$ cat src/logic/rsso_pkg.sv
/*
  Shared constants for the rotate, subtract and sleep execution block.
  Assumes nothing of its surroundings; referenced by scoped name from the watchdog and core modules.
*/
package rsso_pkg;
  localparam int DATA_W = 8;
  localparam int FADDR_W = 7;
  localparam int NIB_W = 4;
  localparam int WDOG_W = 16;
  localparam int PRESC_W = 8;
  localparam logic [7:0] ACC_RST = 8'h00;
  localparam logic [15:0] WDOG_ZERO = 16'h0000;
  localparam logic [7:0] PRESC_ZERO = 8'h00;
  localparam logic [7:0] PRESC_TERM = 8'hFF;
  localparam logic PD_RST = 1'b1;
  localparam logic TO_RST = 1'b1;
  localparam logic [1:0] OP_NONE = 2'h0;
  typedef enum logic [2:0] {
    RSSO_NOP,
    RSSO_RRF_OP,
    RSSO_SUBF_OP,
    RSSO_SUBL_OP,
    RSSO_SLEEP_OP
  } rsso_op_t;
endpackage

$ cat src/logic/rsso_subtract.sv
/*
  Two's-complement subtractor with carry and digit-carry as inverse borrows.
  Assumes operands are stable in the cycle the result is used.
*/
`timescale 1ns/1ps
module rsso_subtract (
  input wire logic [7:0] minuend,
  input wire logic [7:0] subtrahend,
  output logic [7:0] diff,
  output logic carry_out,
  output logic nibble_carry_out,
  output logic zero_out
);
  logic [8:0] full;
  logic [4:0] low;

  // Carry is the inverse of a borrow, so the extra top bit holds the borrow and is inverted to give it.
  assign full = {1'b0, minuend} - {1'b0, subtrahend};
  assign low = {1'b0, minuend[3:0]} - {1'b0, subtrahend[3:0]};
  assign diff = full[7:0];
  assign carry_out = ~full[8];
  assign nibble_carry_out = ~low[4];
  assign zero_out = (full[7:0] == 8'h00);
endmodule

$ cat src/logic/rsso_watchdog.sv
/*
  Watchdog prescaler and counter, cleared on a sleep request.
  Assumes a one-cycle tick enable from the core timebase.
*/
`timescale 1ns/1ps
module rsso_watchdog (
  input wire logic clk,
  input wire logic rst,
  input wire logic tick,
  input wire logic clear,
  output logic [15:0] count,
  output logic [7:0] presc
);
  logic [15:0] count_r;
  logic [7:0] presc_r;

  always_ff @(posedge clk or posedge rst) begin
    if (rst) begin
      presc_r <= rsso_pkg::PRESC_ZERO;
    end else if (clear) begin
      presc_r <= rsso_pkg::PRESC_ZERO;
    end else if (tick) begin
      presc_r <= presc_r + 8'h01;
    end
  end

  always_ff @(posedge clk or posedge rst) begin
    if (rst) begin
      count_r <= rsso_pkg::WDOG_ZERO;
    end else if (clear) begin
      count_r <= rsso_pkg::WDOG_ZERO;
    end else if (tick && presc_r == rsso_pkg::PRESC_TERM) begin
      count_r <= count_r + 16'h0001;
    end
  end

  assign count = count_r;
  assign presc = presc_r;
endmodule

$ cat src/logic/rsso_core.sv
/*
  Execution of rotate-right-through-carry, both subtracts and sleep.
  Assumes the operand fetch presents the file value with a one-cycle op strobe.
*/
`timescale 1ns/1ps
// Behaviour
// - Rotate right through carry; only carry changes
// - Rotate destination: 0 accumulator, 1 file
// - Sleep clears power-down bit, sets time-out bit
// - Sleep zeroes watchdog counter and prescaler
// - File minus accumulator; carry, nibble carry, zero
// - Subtract destination: 0 accumulator, 1 file
// - Literal minus accumulator into accumulator, flags
module rsso_core (
  input wire logic clk,
  input wire logic rst,
  input wire logic op_valid,
  input wire rsso_pkg::rsso_op_t op_code,
  input wire logic [6:0] file_addr,
  input wire logic [7:0] file_data,
  input wire logic [7:0] literal,
  input wire logic dest_sel,
  input wire logic wdog_tick,
  output logic [7:0] acc,
  output logic carry_flag,
  output logic nibble_borrow_inverse_flag,
  output logic zero_flag,
  output logic powerdown_flag_n,
  output logic expiry_flag_n,
  output logic file_we,
  output logic [6:0] file_wr_addr,
  output logic [7:0] file_wr_data,
  output logic sleep_req,
  output logic [15:0] watchdog_counter,
  output logic [7:0] watchdog_presc
);
  // ----------------------------------------
  // Datapath
  // ----------------------------------------
  logic [7:0] sub_min;
  logic [7:0] sub_diff;
  logic sub_c;
  logic sub_dc;
  logic sub_z;
  logic [7:0] rot_val;
  logic is_rrf;
  logic is_subf;
  logic is_subl;
  logic is_sleep;

  logic [7:0] acc_r;
  logic carry_r;
  logic dc_r;
  logic zero_r;
  logic pd_n_r;
  logic to_n_r;
  logic file_we_r;
  logic [6:0] file_wr_addr_r;
  logic [7:0] file_wr_data_r;
  logic sleep_req_r;

  assign is_rrf = op_valid && op_code == rsso_pkg::RSSO_RRF_OP;
  assign is_subf = op_valid && op_code == rsso_pkg::RSSO_SUBF_OP;
  assign is_subl = op_valid && op_code == rsso_pkg::RSSO_SUBL_OP;
  assign is_sleep = op_valid && op_code == rsso_pkg::RSSO_SLEEP_OP;

  assign rot_val = {carry_r, file_data[7:1]};
  assign sub_min = is_subl ? literal : file_data;

  rsso_subtract u_sub (
    .minuend(sub_min),
    .subtrahend(acc_r),
    .diff(sub_diff),
    .carry_out(sub_c),
    .nibble_carry_out(sub_dc),
    .zero_out(sub_z)
  );

  rsso_watchdog u_wdog (
    .clk(clk),
    .rst(rst),
    .tick(wdog_tick),
    .clear(is_sleep),
    .count(watchdog_counter),
    .presc(watchdog_presc)
  );

  // ----------------------------------------
  // Accumulator
  // ----------------------------------------
  always_ff @(posedge clk or posedge rst) begin
    if (rst) begin
      acc_r <= rsso_pkg::ACC_RST;
    end else if (is_rrf && !dest_sel) begin
      acc_r <= rot_val;
    end else if (is_subf && !dest_sel) begin
      acc_r <= sub_diff;
    end else if (is_subl) begin
      acc_r <= sub_diff;
    end
  end

  // ----------------------------------------
  // Arithmetic flags
  // ----------------------------------------
  always_ff @(posedge clk or posedge rst) begin
    if (rst) begin
      carry_r <= 1'b0;
    end else if (is_rrf) begin
      carry_r <= file_data[0];
    end else if (is_subf || is_subl) begin
      carry_r <= sub_c;
    end
  end

  // Nibble carry and zero are left alone by rotate and sleep.
  always_ff @(posedge clk or posedge rst) begin
    if (rst) begin
      dc_r <= 1'b0;
      zero_r <= 1'b0;
    end else if (is_subf || is_subl) begin
      dc_r <= sub_dc;
      zero_r <= sub_z;
    end
  end

  // ----------------------------------------
  // Power status
  // ----------------------------------------
  always_ff @(posedge clk or posedge rst) begin
    if (rst) begin
      pd_n_r <= rsso_pkg::PD_RST;
      to_n_r <= rsso_pkg::TO_RST;
    end else if (is_sleep) begin
      pd_n_r <= 1'b0;
      to_n_r <= 1'b1;
    end
  end

  // ----------------------------------------
  // File write-back
  // ----------------------------------------
  always_ff @(posedge clk or posedge rst) begin
    if (rst) begin
      file_we_r <= 1'b0;
      file_wr_addr_r <= 7'h00;
      file_wr_data_r <= 8'h00;
    end else begin
      file_we_r <= (is_rrf || is_subf) && dest_sel;
      if ((is_rrf || is_subf) && dest_sel) begin
        file_wr_addr_r <= file_addr;
        file_wr_data_r <= is_rrf ? rot_val : sub_diff;
      end
    end
  end

  // A registered sleep request reaches the wake-up logic on the same edge that updates the power-down and time-out flags.
  always_ff @(posedge clk or posedge rst) begin
    if (rst) begin
      sleep_req_r <= 1'b0;
    end else begin
      sleep_req_r <= is_sleep;
    end
  end

  assign acc = acc_r;
  assign carry_flag = carry_r;
  assign nibble_borrow_inverse_flag = dc_r;
  assign zero_flag = zero_r;
  assign powerdown_flag_n = pd_n_r;
  assign expiry_flag_n = to_n_r;
  assign file_we = file_we_r;
  assign file_wr_addr = file_wr_addr_r;
  assign file_wr_data = file_wr_data_r;
  assign sleep_req = sleep_req_r;
endmodule

$ cat config.mk
export PLATFORM = sky130hd
export DESIGN_NAME = rsso_core
export DESIGN_NICKNAME = d
export VERILOG_FILES = /design/src/logic/rsso_pkg.sv /design/src/logic/rsso_subtract.sv /design/src/logic/rsso_watchdog.sv /design/src/logic/rsso_core.sv
export SDC_FILE = /design/constraint.sdc
export NUM_CORES = 1
export LEC_CHECK = 0
export BUFFER_PORTS_ARGS = -buffer_cell sky130_fd_sc_hd__buf_2
export CORE_ASPECT_RATIO = 0.8
export CORE_MARGIN = 2
export CORE_UTILIZATION = 52
export CTS_CLUSTER_DIAMETER = 120
export DETAILED_ROUTE_END_ITERATION = 16
export PLACE_DENSITY = 0.84
export SYNTH_ARGS = -nofsm -noshare
export SYNTH_HDL_FRONTEND = slang
export SYNTH_SLANG_ARGS = --single-unit
$ cat constraint.sdc
create_clock -name clk -period 2.5 [get_ports clk]
set_clock_uncertainty 0.1 [all_clocks]
set_input_delay 0.375 -clock clk [delete_from_list [all_inputs] [get_ports clk]]
set_output_delay 0.375 -clock clk [all_outputs]
set_load 0.01 [all_outputs]
**Word level (Yosys, flattened, before mapping)**

Cells that the tools add are included.

- Flip-flop bits (word level): 53
- Input bits: 31
- Output and inout bits: 54
- Logic and storage cells: 49

- Add/sub/neg operators: 4
- Equality and inequality tests: 5
- Multiplexer cells: 11
- Bitwise gates (word level): 2
- Reduce and logical (&&, ||, !) cells: 16

Operator list:

| kind | number |
|---|---|
| $mux 8 | 7 |
| $mux 16 | 2 |
| $add 16x1->16 const B | 1 |
| $sub 8x8->9 | 1 |
| $add 8x1->8 const B | 1 |
| $eq 8x8->1 const B | 1 |
| $logic_and 1x1->1 | 8 |
| $logic_not 8->1 | 1 |
| $eq 3x2->1 const B | 2 |
| $reduce_bool 2->1 | 3 |
| $sub 4x4->5 | 1 |
| $eq 3x1->1 const B | 1 |
| $eq 3x3->1 const B | 1 |
| $reduce_bool 3->1 | 1 |
| $logic_or 1x1->1 | 2 |
| $mux 1 | 2 |
| $not 1->1 | 2 |
| $logic_not 1->1 | 1 |

**Depth between registers and ports, before layout**

Gate-level depths: netlist (run 1).

- Depth after elaboration: 7
- Depth in mapped cells: 12
- Mapped depth without buffers: 12

**Cells and area by module**

Synthesis (run 1) repeated with hierarchy kept, for this count alone.

- Cell total of the unflattened synthesis: 295
- Area total of the unflattened synthesis: 3100.5 sq um

Modules (own cells, without submodules):

| module | times used | cells each | area an instance (sq um) | seq. area each (sq um) |
|---|---|---|---|---|
| rsso_core | 1 | 116 | 1473.9 | 726.9 |
| rsso_watchdog | 1 | 127 | 1241.2 | 600.6 |
| rsso_subtract | 1 | 52 | 385.4 | 0.0 |

**Worst setup path before layout (run 1)**

No wires, ideal clock.

- Path type: input -> register
- From: in op_valid
- To: reg file_wr_data_r[7] (netlist: file_wr_data[7])
- Setup time: 0.125 ns
- Data arrival time: 2.767 ns
- Setup slack: -0.492 ns
- Cell stages on the path: 9
- Path buffers: 0
- Path through: nor2b_1 -> nand3_1 -> mux2_2 -> ha_1 -> or4_1 -> o21ai_2 -> xnor2_1 -> mux2_2 -> mux2_4

- Cells in the longest elaborated chain, start to end: 4
- Elaborated cells between the ends (all ways): 8
- Those cells by class: 1 x add/sub; 2 x mux; 5 x reduce/logical

RTL lines:

| element | RTL line | RTL |
|---|---|---|
| start, declared | rsso_core.sv:17 | `input wire logic op_valid,` |
| $logic_and 1x1->1 | rsso_core.sv:64 | `assign is_subl = op_valid && op_code == rsso_pkg::RSSO_SUBL_OP;` |
| $mux 8 | rsso_core.sv:68 | `assign sub_min = is_subl ? literal : file_data;` |
| $sub 8x8->9 | rsso_subtract.sv:18 | `assign full = {1'b0, minuend} - {1'b0, subtrahend};` |
| $mux 8 | rsso_core.sv:152 | `file_wr_data_r <= is_rrf ? rot_val : sub_diff;` |
| end signal, assigned | rsso_core.sv:152 |  |
| end, declared | rsso_core.sv:59 | `logic [7:0] file_wr_data_r;` |

Parallel ways exist; a longest one is shown, timed or not.
A chain may end at the register's enable or synchronous reset.

**Worst setup path after layout (run 1)**

- From: in op_code[2]
- To: reg file_wr_data_r[7] (netlist: file_wr_data[7])

- Cells in the longest elaborated chain, start to end: 5
- Elaborated cells between the ends (all ways): 11
- Those cells by class: 1 x add/sub; 3 x eq/ne; 2 x mux; 5 x reduce/logical

RTL lines:

| element | RTL line | RTL |
|---|---|---|
| start, declared | rsso_core.sv:18 | `input wire rsso_pkg::rsso_op_t op_code,` |
| $eq 3x2->1 | rsso_core.sv:64 |  |
| $logic_and 1x1->1 | rsso_core.sv:64 |  |
| $mux 8 | rsso_core.sv:68 |  |
| $sub 8x8->9 | rsso_subtract.sv:18 |  |
| $mux 8 | rsso_core.sv:152 |  |

Parallel ways exist; a longest one is shown, timed or not.

==> results.ini, run 1 <==
[run_status]
outcome=finished clean

[synthesis]
synth_area_per_cell_um2=9.95
synth_async_sr_flop_share_pct=100
muxShareOfSynthArea_pct=11.6
synthXorXnorAreaFrac_pct=8.17
synth_top_family_by_area=simple AND/OR/NAND/NOR gates
yosys_most_used_dff=dfrtp_1
ys_types=48
ys_seq_area_share_pct=45.9
synth-edff-count=0
synth-seq-cells=53
syn-num-nets=333
synth_adder_area_share_pct=5.36
synth_compound_area_share_pct=8.34
yosys_warnings=0
syn_area_mm2=0.00289
synth_cells=291
synth-simple-area-share_pct=16.6

[clocking]
cts_inserted_buffers=5
cts.htree.levels=2
root_buffer=clkbuf_8
clk_latency_ps=320
clock-sinks=53
path_clk_slew_ps=110
cts_tree=done
clockBufferDepth=2

[layout]
nFillCells=433
final_nets=447
drive_above_1_share_pct=41.9
area_growth_pct=35.2
diodes=0

[drt]
ant_nets=0
drt_iter0_drc=127
drc=0
drt_wl_total_um=6990
routedWlPerCell_um=14.8
via_per_inst=5.31
routed-via-count=2503
first_pass_iters=4

[setup_path]
critPathMaxStageDelay_ps=490
cp-end-kind=flop
path_max_fanout=6
cp.arrival_ps=2600
cp.buffers_inverters=2
crit_path_frequent_cell=mux2_2
criticalPathCategory=primary input to flop
cp.required_ps=2610
cp_cell_sequence=buf_8, nor2b_4, nand3_4, buf_6, mux2_2, ha_2, or4_4, o21ai_2, xnor2_1, mux2_2, mux2_4
slowest_stage=or4_4
start_kind=primary input
critical_path.top_delay_family=simple AND/OR/NAND/NOR gates

[timing]
tightest_slew_ps=642
fmax_mhz=401
period_share_pct=99.7
grt_setup_unrepaired=yes
setup_ws_ps=6.61
fin_crit_ps=2490
finalHoldViolCount=0
finalSetupViolCount=0
slew_headroom_pct=57.2
slew_violations=0
hold_ws_ps=121

[power_and_ir_drop]
p_per_area_mw_per_mm2=969
peakVddDrop_mv=0.527
leakagePower_nw=2.04
power_w=0.00379

[floorplan]
start_util_pct=53.5
dieWidth_um=87.4
die_area_mm2=0.00618
top_level_ports=85
rows=24
chipHeight_um=70.7
core_mm2=0.00541

[placement]
port_buffers=83
place.gp.congestion=0.933
dpl_worst_slack_ps=-379
detailed_place_hpwl_um=5240

[worst_hold_path]
hold_path.class=primary input to asynchronous set/reset pin

[grt]
antenna_found_initial=0
grt_pass1_wl_um=11300
grt_pass1_vias=2381
grt_max_degree=54
grt_util_met1_pct=32.9
use_met3_pct=3.73
gr-usage-met2_pct=37.5
grt_overflow_total=0
gr-max-usage-layer=met2
track_usage_pct=23.3

[run]
max_cap_viol_count=0

-- cells by family after synthesis --
group,after synthesis
fa+ha+maj,12
flops,53
simple gates,100
buf+inv,26
compound gates,41
other cells,1
xor+xnor,27
mux,31
-- per-stage QoR --
| stage | std cells | cell area, um^2 | TNS, ps | util (%) |
|---|---|---|---|---|
| 3_3_place_gp | 456 | 3630 | -2150 | 67.2 |
| 2_1_floorplan | 291 | 2990 | -311 | - |
| 6_report | 471 | 3910 | 0 | 72.4 |
| 4_1_cts | 470 | 3840 | -18.2 | 71.0 |
| 5_1_grt | 471 | 3910 | -542 | 72.4 |
| 3_5_place_dp | 456 | 3630 | -3640 | 67.2 |
-- metal layers --
| metal | vias up | share of wire, % |
|---|---|---|
| met5 | - | 0 |
| met4 | 0 | 1.5 |
| met3 | 15 | 5.1 |
| met2 | 78 | 49 |
| met1 | 1200 | 44 |
| li1 | 1210 | - |
-- layout make-up --
class	count	area, um^2	share of cell area [%]
Clock inverter	3	50.0	1.28
Sequential cell	53	1330	33.9
Clock buffer	5	68.8	1.76
Tap cell	65	81.3	2.08
Inverter	15	56.3	1.44
Multi-Input combinational cell	212	1630	41.6
Timing Repair Buffer	118	702	17.9
-- where the power goes --
group	leakage [nW]	switching, W	internal, W
Clock	0.0603	0.000319	0.000308
Combinational	1.30	0.000953	0.000996
Sequential	0.677	0.000151	0.00107
-- synthesized netlist by cell type, types with 6 or more instances --
cell type | count | area [um^2]
mux2_1 | 7 | 78.8
nor2_1 | 37 | 139
xor2_1 | 17 | 149
o21ai_0 | 8 | 40.0
nand2_1 | 29 | 109
ha_1 | 10 | 125
o21ai_1 | 9 | 45.0
mux2_2 | 9 | 101
a21oi_1 | 13 | 65.1
dfrtp_1 | 52 | 1300
xnor2_1 | 10 | 87.6
nand3_1 | 6 | 30.0
inv_1 | 14 | 52.6
and3_1 | 6 | 37.5
mux2i_1 | 14 | 140
-- layout by cell type, fill, tap and decap left out, drive strengths merged, types with 2 or more instances in the layout --
master    n
a211oi    2
a21o      2
a21oi    13
and3      6
buf     118
clkbuf    5
dfrtp    52
ha       10
inv      16
mux2     17
mux2i    14
nand2    29
nand3     6
nand4     4
nor2     37
nor2b     5
nor3      3
nor4      3
o21a      2
o21ai    18
xnor2    10
xor2     17
-- sequential cells by signal, summed over array words and instances, names as in the netlist --
| signal | count |
|---|---|
| acc | 8 |
| carry_flag | 1 |
| file_we | 1 |
| file_wr_addr | 7 |
| file_wr_data | 8 |
| nibble_borrow_inverse_flag | 1 |
| powerdown_flag_n | 1 |
| sleep_req | 1 |
| u_wdog.count | 16 |
| u_wdog.presc | 8 |
| zero_flag | 1 |
-- worst register-to-register path, cell delays in order (launching register included) --
cell     delay, ps
dfrtp_1        410
inv_1          160
ha_4           230
nor2b_4        120
o31a_4         330
o21ai_2        150
xnor2_1         90
mux2_2         260
mux2_4         250
-- worst paths after layout --
check                      cells past startpoint             start  slack [ps]                to
max                                           11        op_code[2]           7   file_wr_data[7]
min                                            3               rst         120   file_wr_addr[2]
max reg2reg                                    8            acc[1]         270   file_wr_data[7]
min reg2reg                                    1  powerdown_flag_n         390  powerdown_flag_n
max in group asynchronous                      3               rst        1760   file_wr_addr[6]
min in group clk                               2      file_addr[2]         170   file_wr_addr[2]
-- repair_timing --
item                                    in CTS  in global routing
buffers inserted                             6                  1
pin swaps                                   11                  8
endpoints found under the setup margin       5                 10
resized for setup                            8                 11
hold buffers                                 0                  0
Note: power is estimated with default switching activity, not from simulation.
==> inputs of run 2 (changes only) <==
Clock period 2.5 ns to 2.8 ns, I/O delays scaled along.
==> results.ini, run 2 (synthesized netlist as in run 1, its figures left out) <==
[clocking]
cts_tree=done
ctsHoldBuffers=0  ; unchanged
cts_inserted_buffers=5  ; unchanged
clock-sinks=53  ; unchanged
clockBufferDepth=2  ; unchanged
root_buffer=clkbuf_8
path_clk_slew_ps=90  ; -20 ps
cts.htree.levels=2  ; unchanged
clk_latency_ps=300  ; -20 ps

[timing]
period_share_pct=96.1
setup_ws_ps=108  ; +102 ps
tns_ps=0  ; unchanged
fin_crit_ps=2690
slew_headroom_pct=52.8  ; -4.4 points
hold_ws_ps=197  ; +76.0 ps
fmax_mhz=372
finalHoldViolCount=0  ; unchanged
finalSetupViolCount=0  ; unchanged
tightest_slew_ps=708  ; +66.5 ps
slew_violations=0  ; unchanged

[floorplan]
chipHeight_um=70.7  ; unchanged
core_mm2=0.00541  ; unchanged
top_level_ports=85  ; unchanged
die_area_mm2=0.00618  ; unchanged
dieWidth_um=87.4  ; unchanged
start_util_pct=53.5  ; unchanged
rows=24  ; unchanged

[layout]
diodes=0  ; unchanged
largest_register_ffs=16  ; unchanged
final_nets=436  ; -2.5%
fin_area_mm2=0.00364  ; -6.9%
final_cell_mix=buf_2, dfrtp_1, nor2_1
mostFrequentLayoutCell=buf_2
drive_above_1_share_pct=35.4  ; -6.4 points
area_growth_pct=25.9

[placement]
post_dp_cell_area_mm2=0.00351  ; -3.5%
detailed_place_hpwl_um=5150  ; -1.7%
dpl_worst_slack_ps=-246  ; +133 ps
place.gp.congestion=0.885  ; -5.1%
port_buffers=83  ; unchanged

[grt]
grt_pass1_vias=2368  ; -0.55%
grt_pass1_wl_um=11000  ; -2.8%
antenna_found_initial=0  ; unchanged
grt_overflow_total=0  ; unchanged
grt_max_degree=54  ; unchanged
track_usage_pct=22.4  ; -0.89 points

[setup_path]
criticalPathCategory=primary input to flop
regToRegSetupSlack_ps=440  ; +170 ps
cp.arrival_ps=2780  ; +180 ps
path_max_fanout=7  ; +1
r2r_end=carry_flag
cp.required_ps=2890  ; +280 ps
cp-end-kind=flop
reg2reg_from=acc[0]
r2r_cells=9  ; +1
start_kind=primary input

[drt]
via_per_inst=5.32  ; +0.18%
drt_wl_total_um=6830  ; -2.3%
routedWlPerCell_um=14.9  ; about the same
first_pass_iters=4  ; unchanged
drt_iter0_drc=123  ; -3.1%
routed-via-count=2449  ; -2.2%
drc=0  ; unchanged
ant_nets=0  ; unchanged

[run_status]
outcome=finished clean

[power_and_ir_drop]
power_w=0.00298  ; -21%
leakagePower_nw=1.93  ; -5.1%
p_per_area_mw_per_mm2=819  ; -16%
peakVddDrop_mv=0.412  ; -22%

[run]
max_cap_viol_count=0  ; unchanged

[worst_hold_path]
hold_path.class=primary input to asynchronous set/reset pin

run 2: changes by cell type in the layout (fill, tap and decap cells not counted), moves of 3 or more:
cell   delta
buf_4     -9
ha_2      -3
buf_6     -3
ha_4      -4
ha_1      +7
run 2: worst max-delay path: stages:
cell and delay (ps):
buf_2 120, nor2b_4 140, nand3_4 140, buf_4 170, mux2_2 260, ha_1 210
or4_1 540, o21ai_2 150, xnor2_1 100, mux2_2 270, mux2_4 250
run 2: power by group:
group	internal, W	switching, W
logic	0.000699	0.000756
registers	0.000952	0.000143
clock network	0.000179	0.000254
total	0.00183	0.00115
run 2: through the flow:
step / std cells / utilization [%]
after floorplan: 291 / -
after global placement: 448 / 64.9
after detailed placement: 448 / 64.9
after CTS: 456 / 66.5
after global routing: 460 / 67.4
final: 460 / 67.4
run 2: area by class of cell:
type / count / area [um^2]
flip-flops and latches: 53 / 1330
clock inverters: 2 / 13.8
multi-input cells: 212 / 1500
fillers: 462 / 1760
inverters: 15 / 56.3
repair buffers: 107 / 596
clock buffers: 6 / 72.6
well taps: 65 / 81.3
run 2: layer usage:
metal	vias to the layer above	routed length [um]	track usage, %	share of wire [%]
met5	-	0	0	0
li1	1186	-	-	-
met4	0	80	6.15	1.2
met1	1193	3130	31.4	46
met3	8	238	3.97	3.5
met2	62	3380	36.1	49
run 2: how the worst max path moves through the flow:
stage | startpoint | endpoint | slack (ps) | cells past startpoint
detailed placement | op_code[2] | zero_flag | -250 | 13
global placement | op_code[2] | zero_flag | -60 | 13
floorplan | op_code[0] | file_wr_data[7] | 50 | 9
CTS | op_code[2] | zero_flag | 70 | 13
finish | op_code[2] | file_wr_data[7] | 110 | 11
global route | op_valid | carry_flag | -50 | 13
run 2: repair_timing:
action                     in CTS  in global routing
gates resized for setup         0                  4
setup endpoints to repair       0                  4
setup buffers                   0                  4
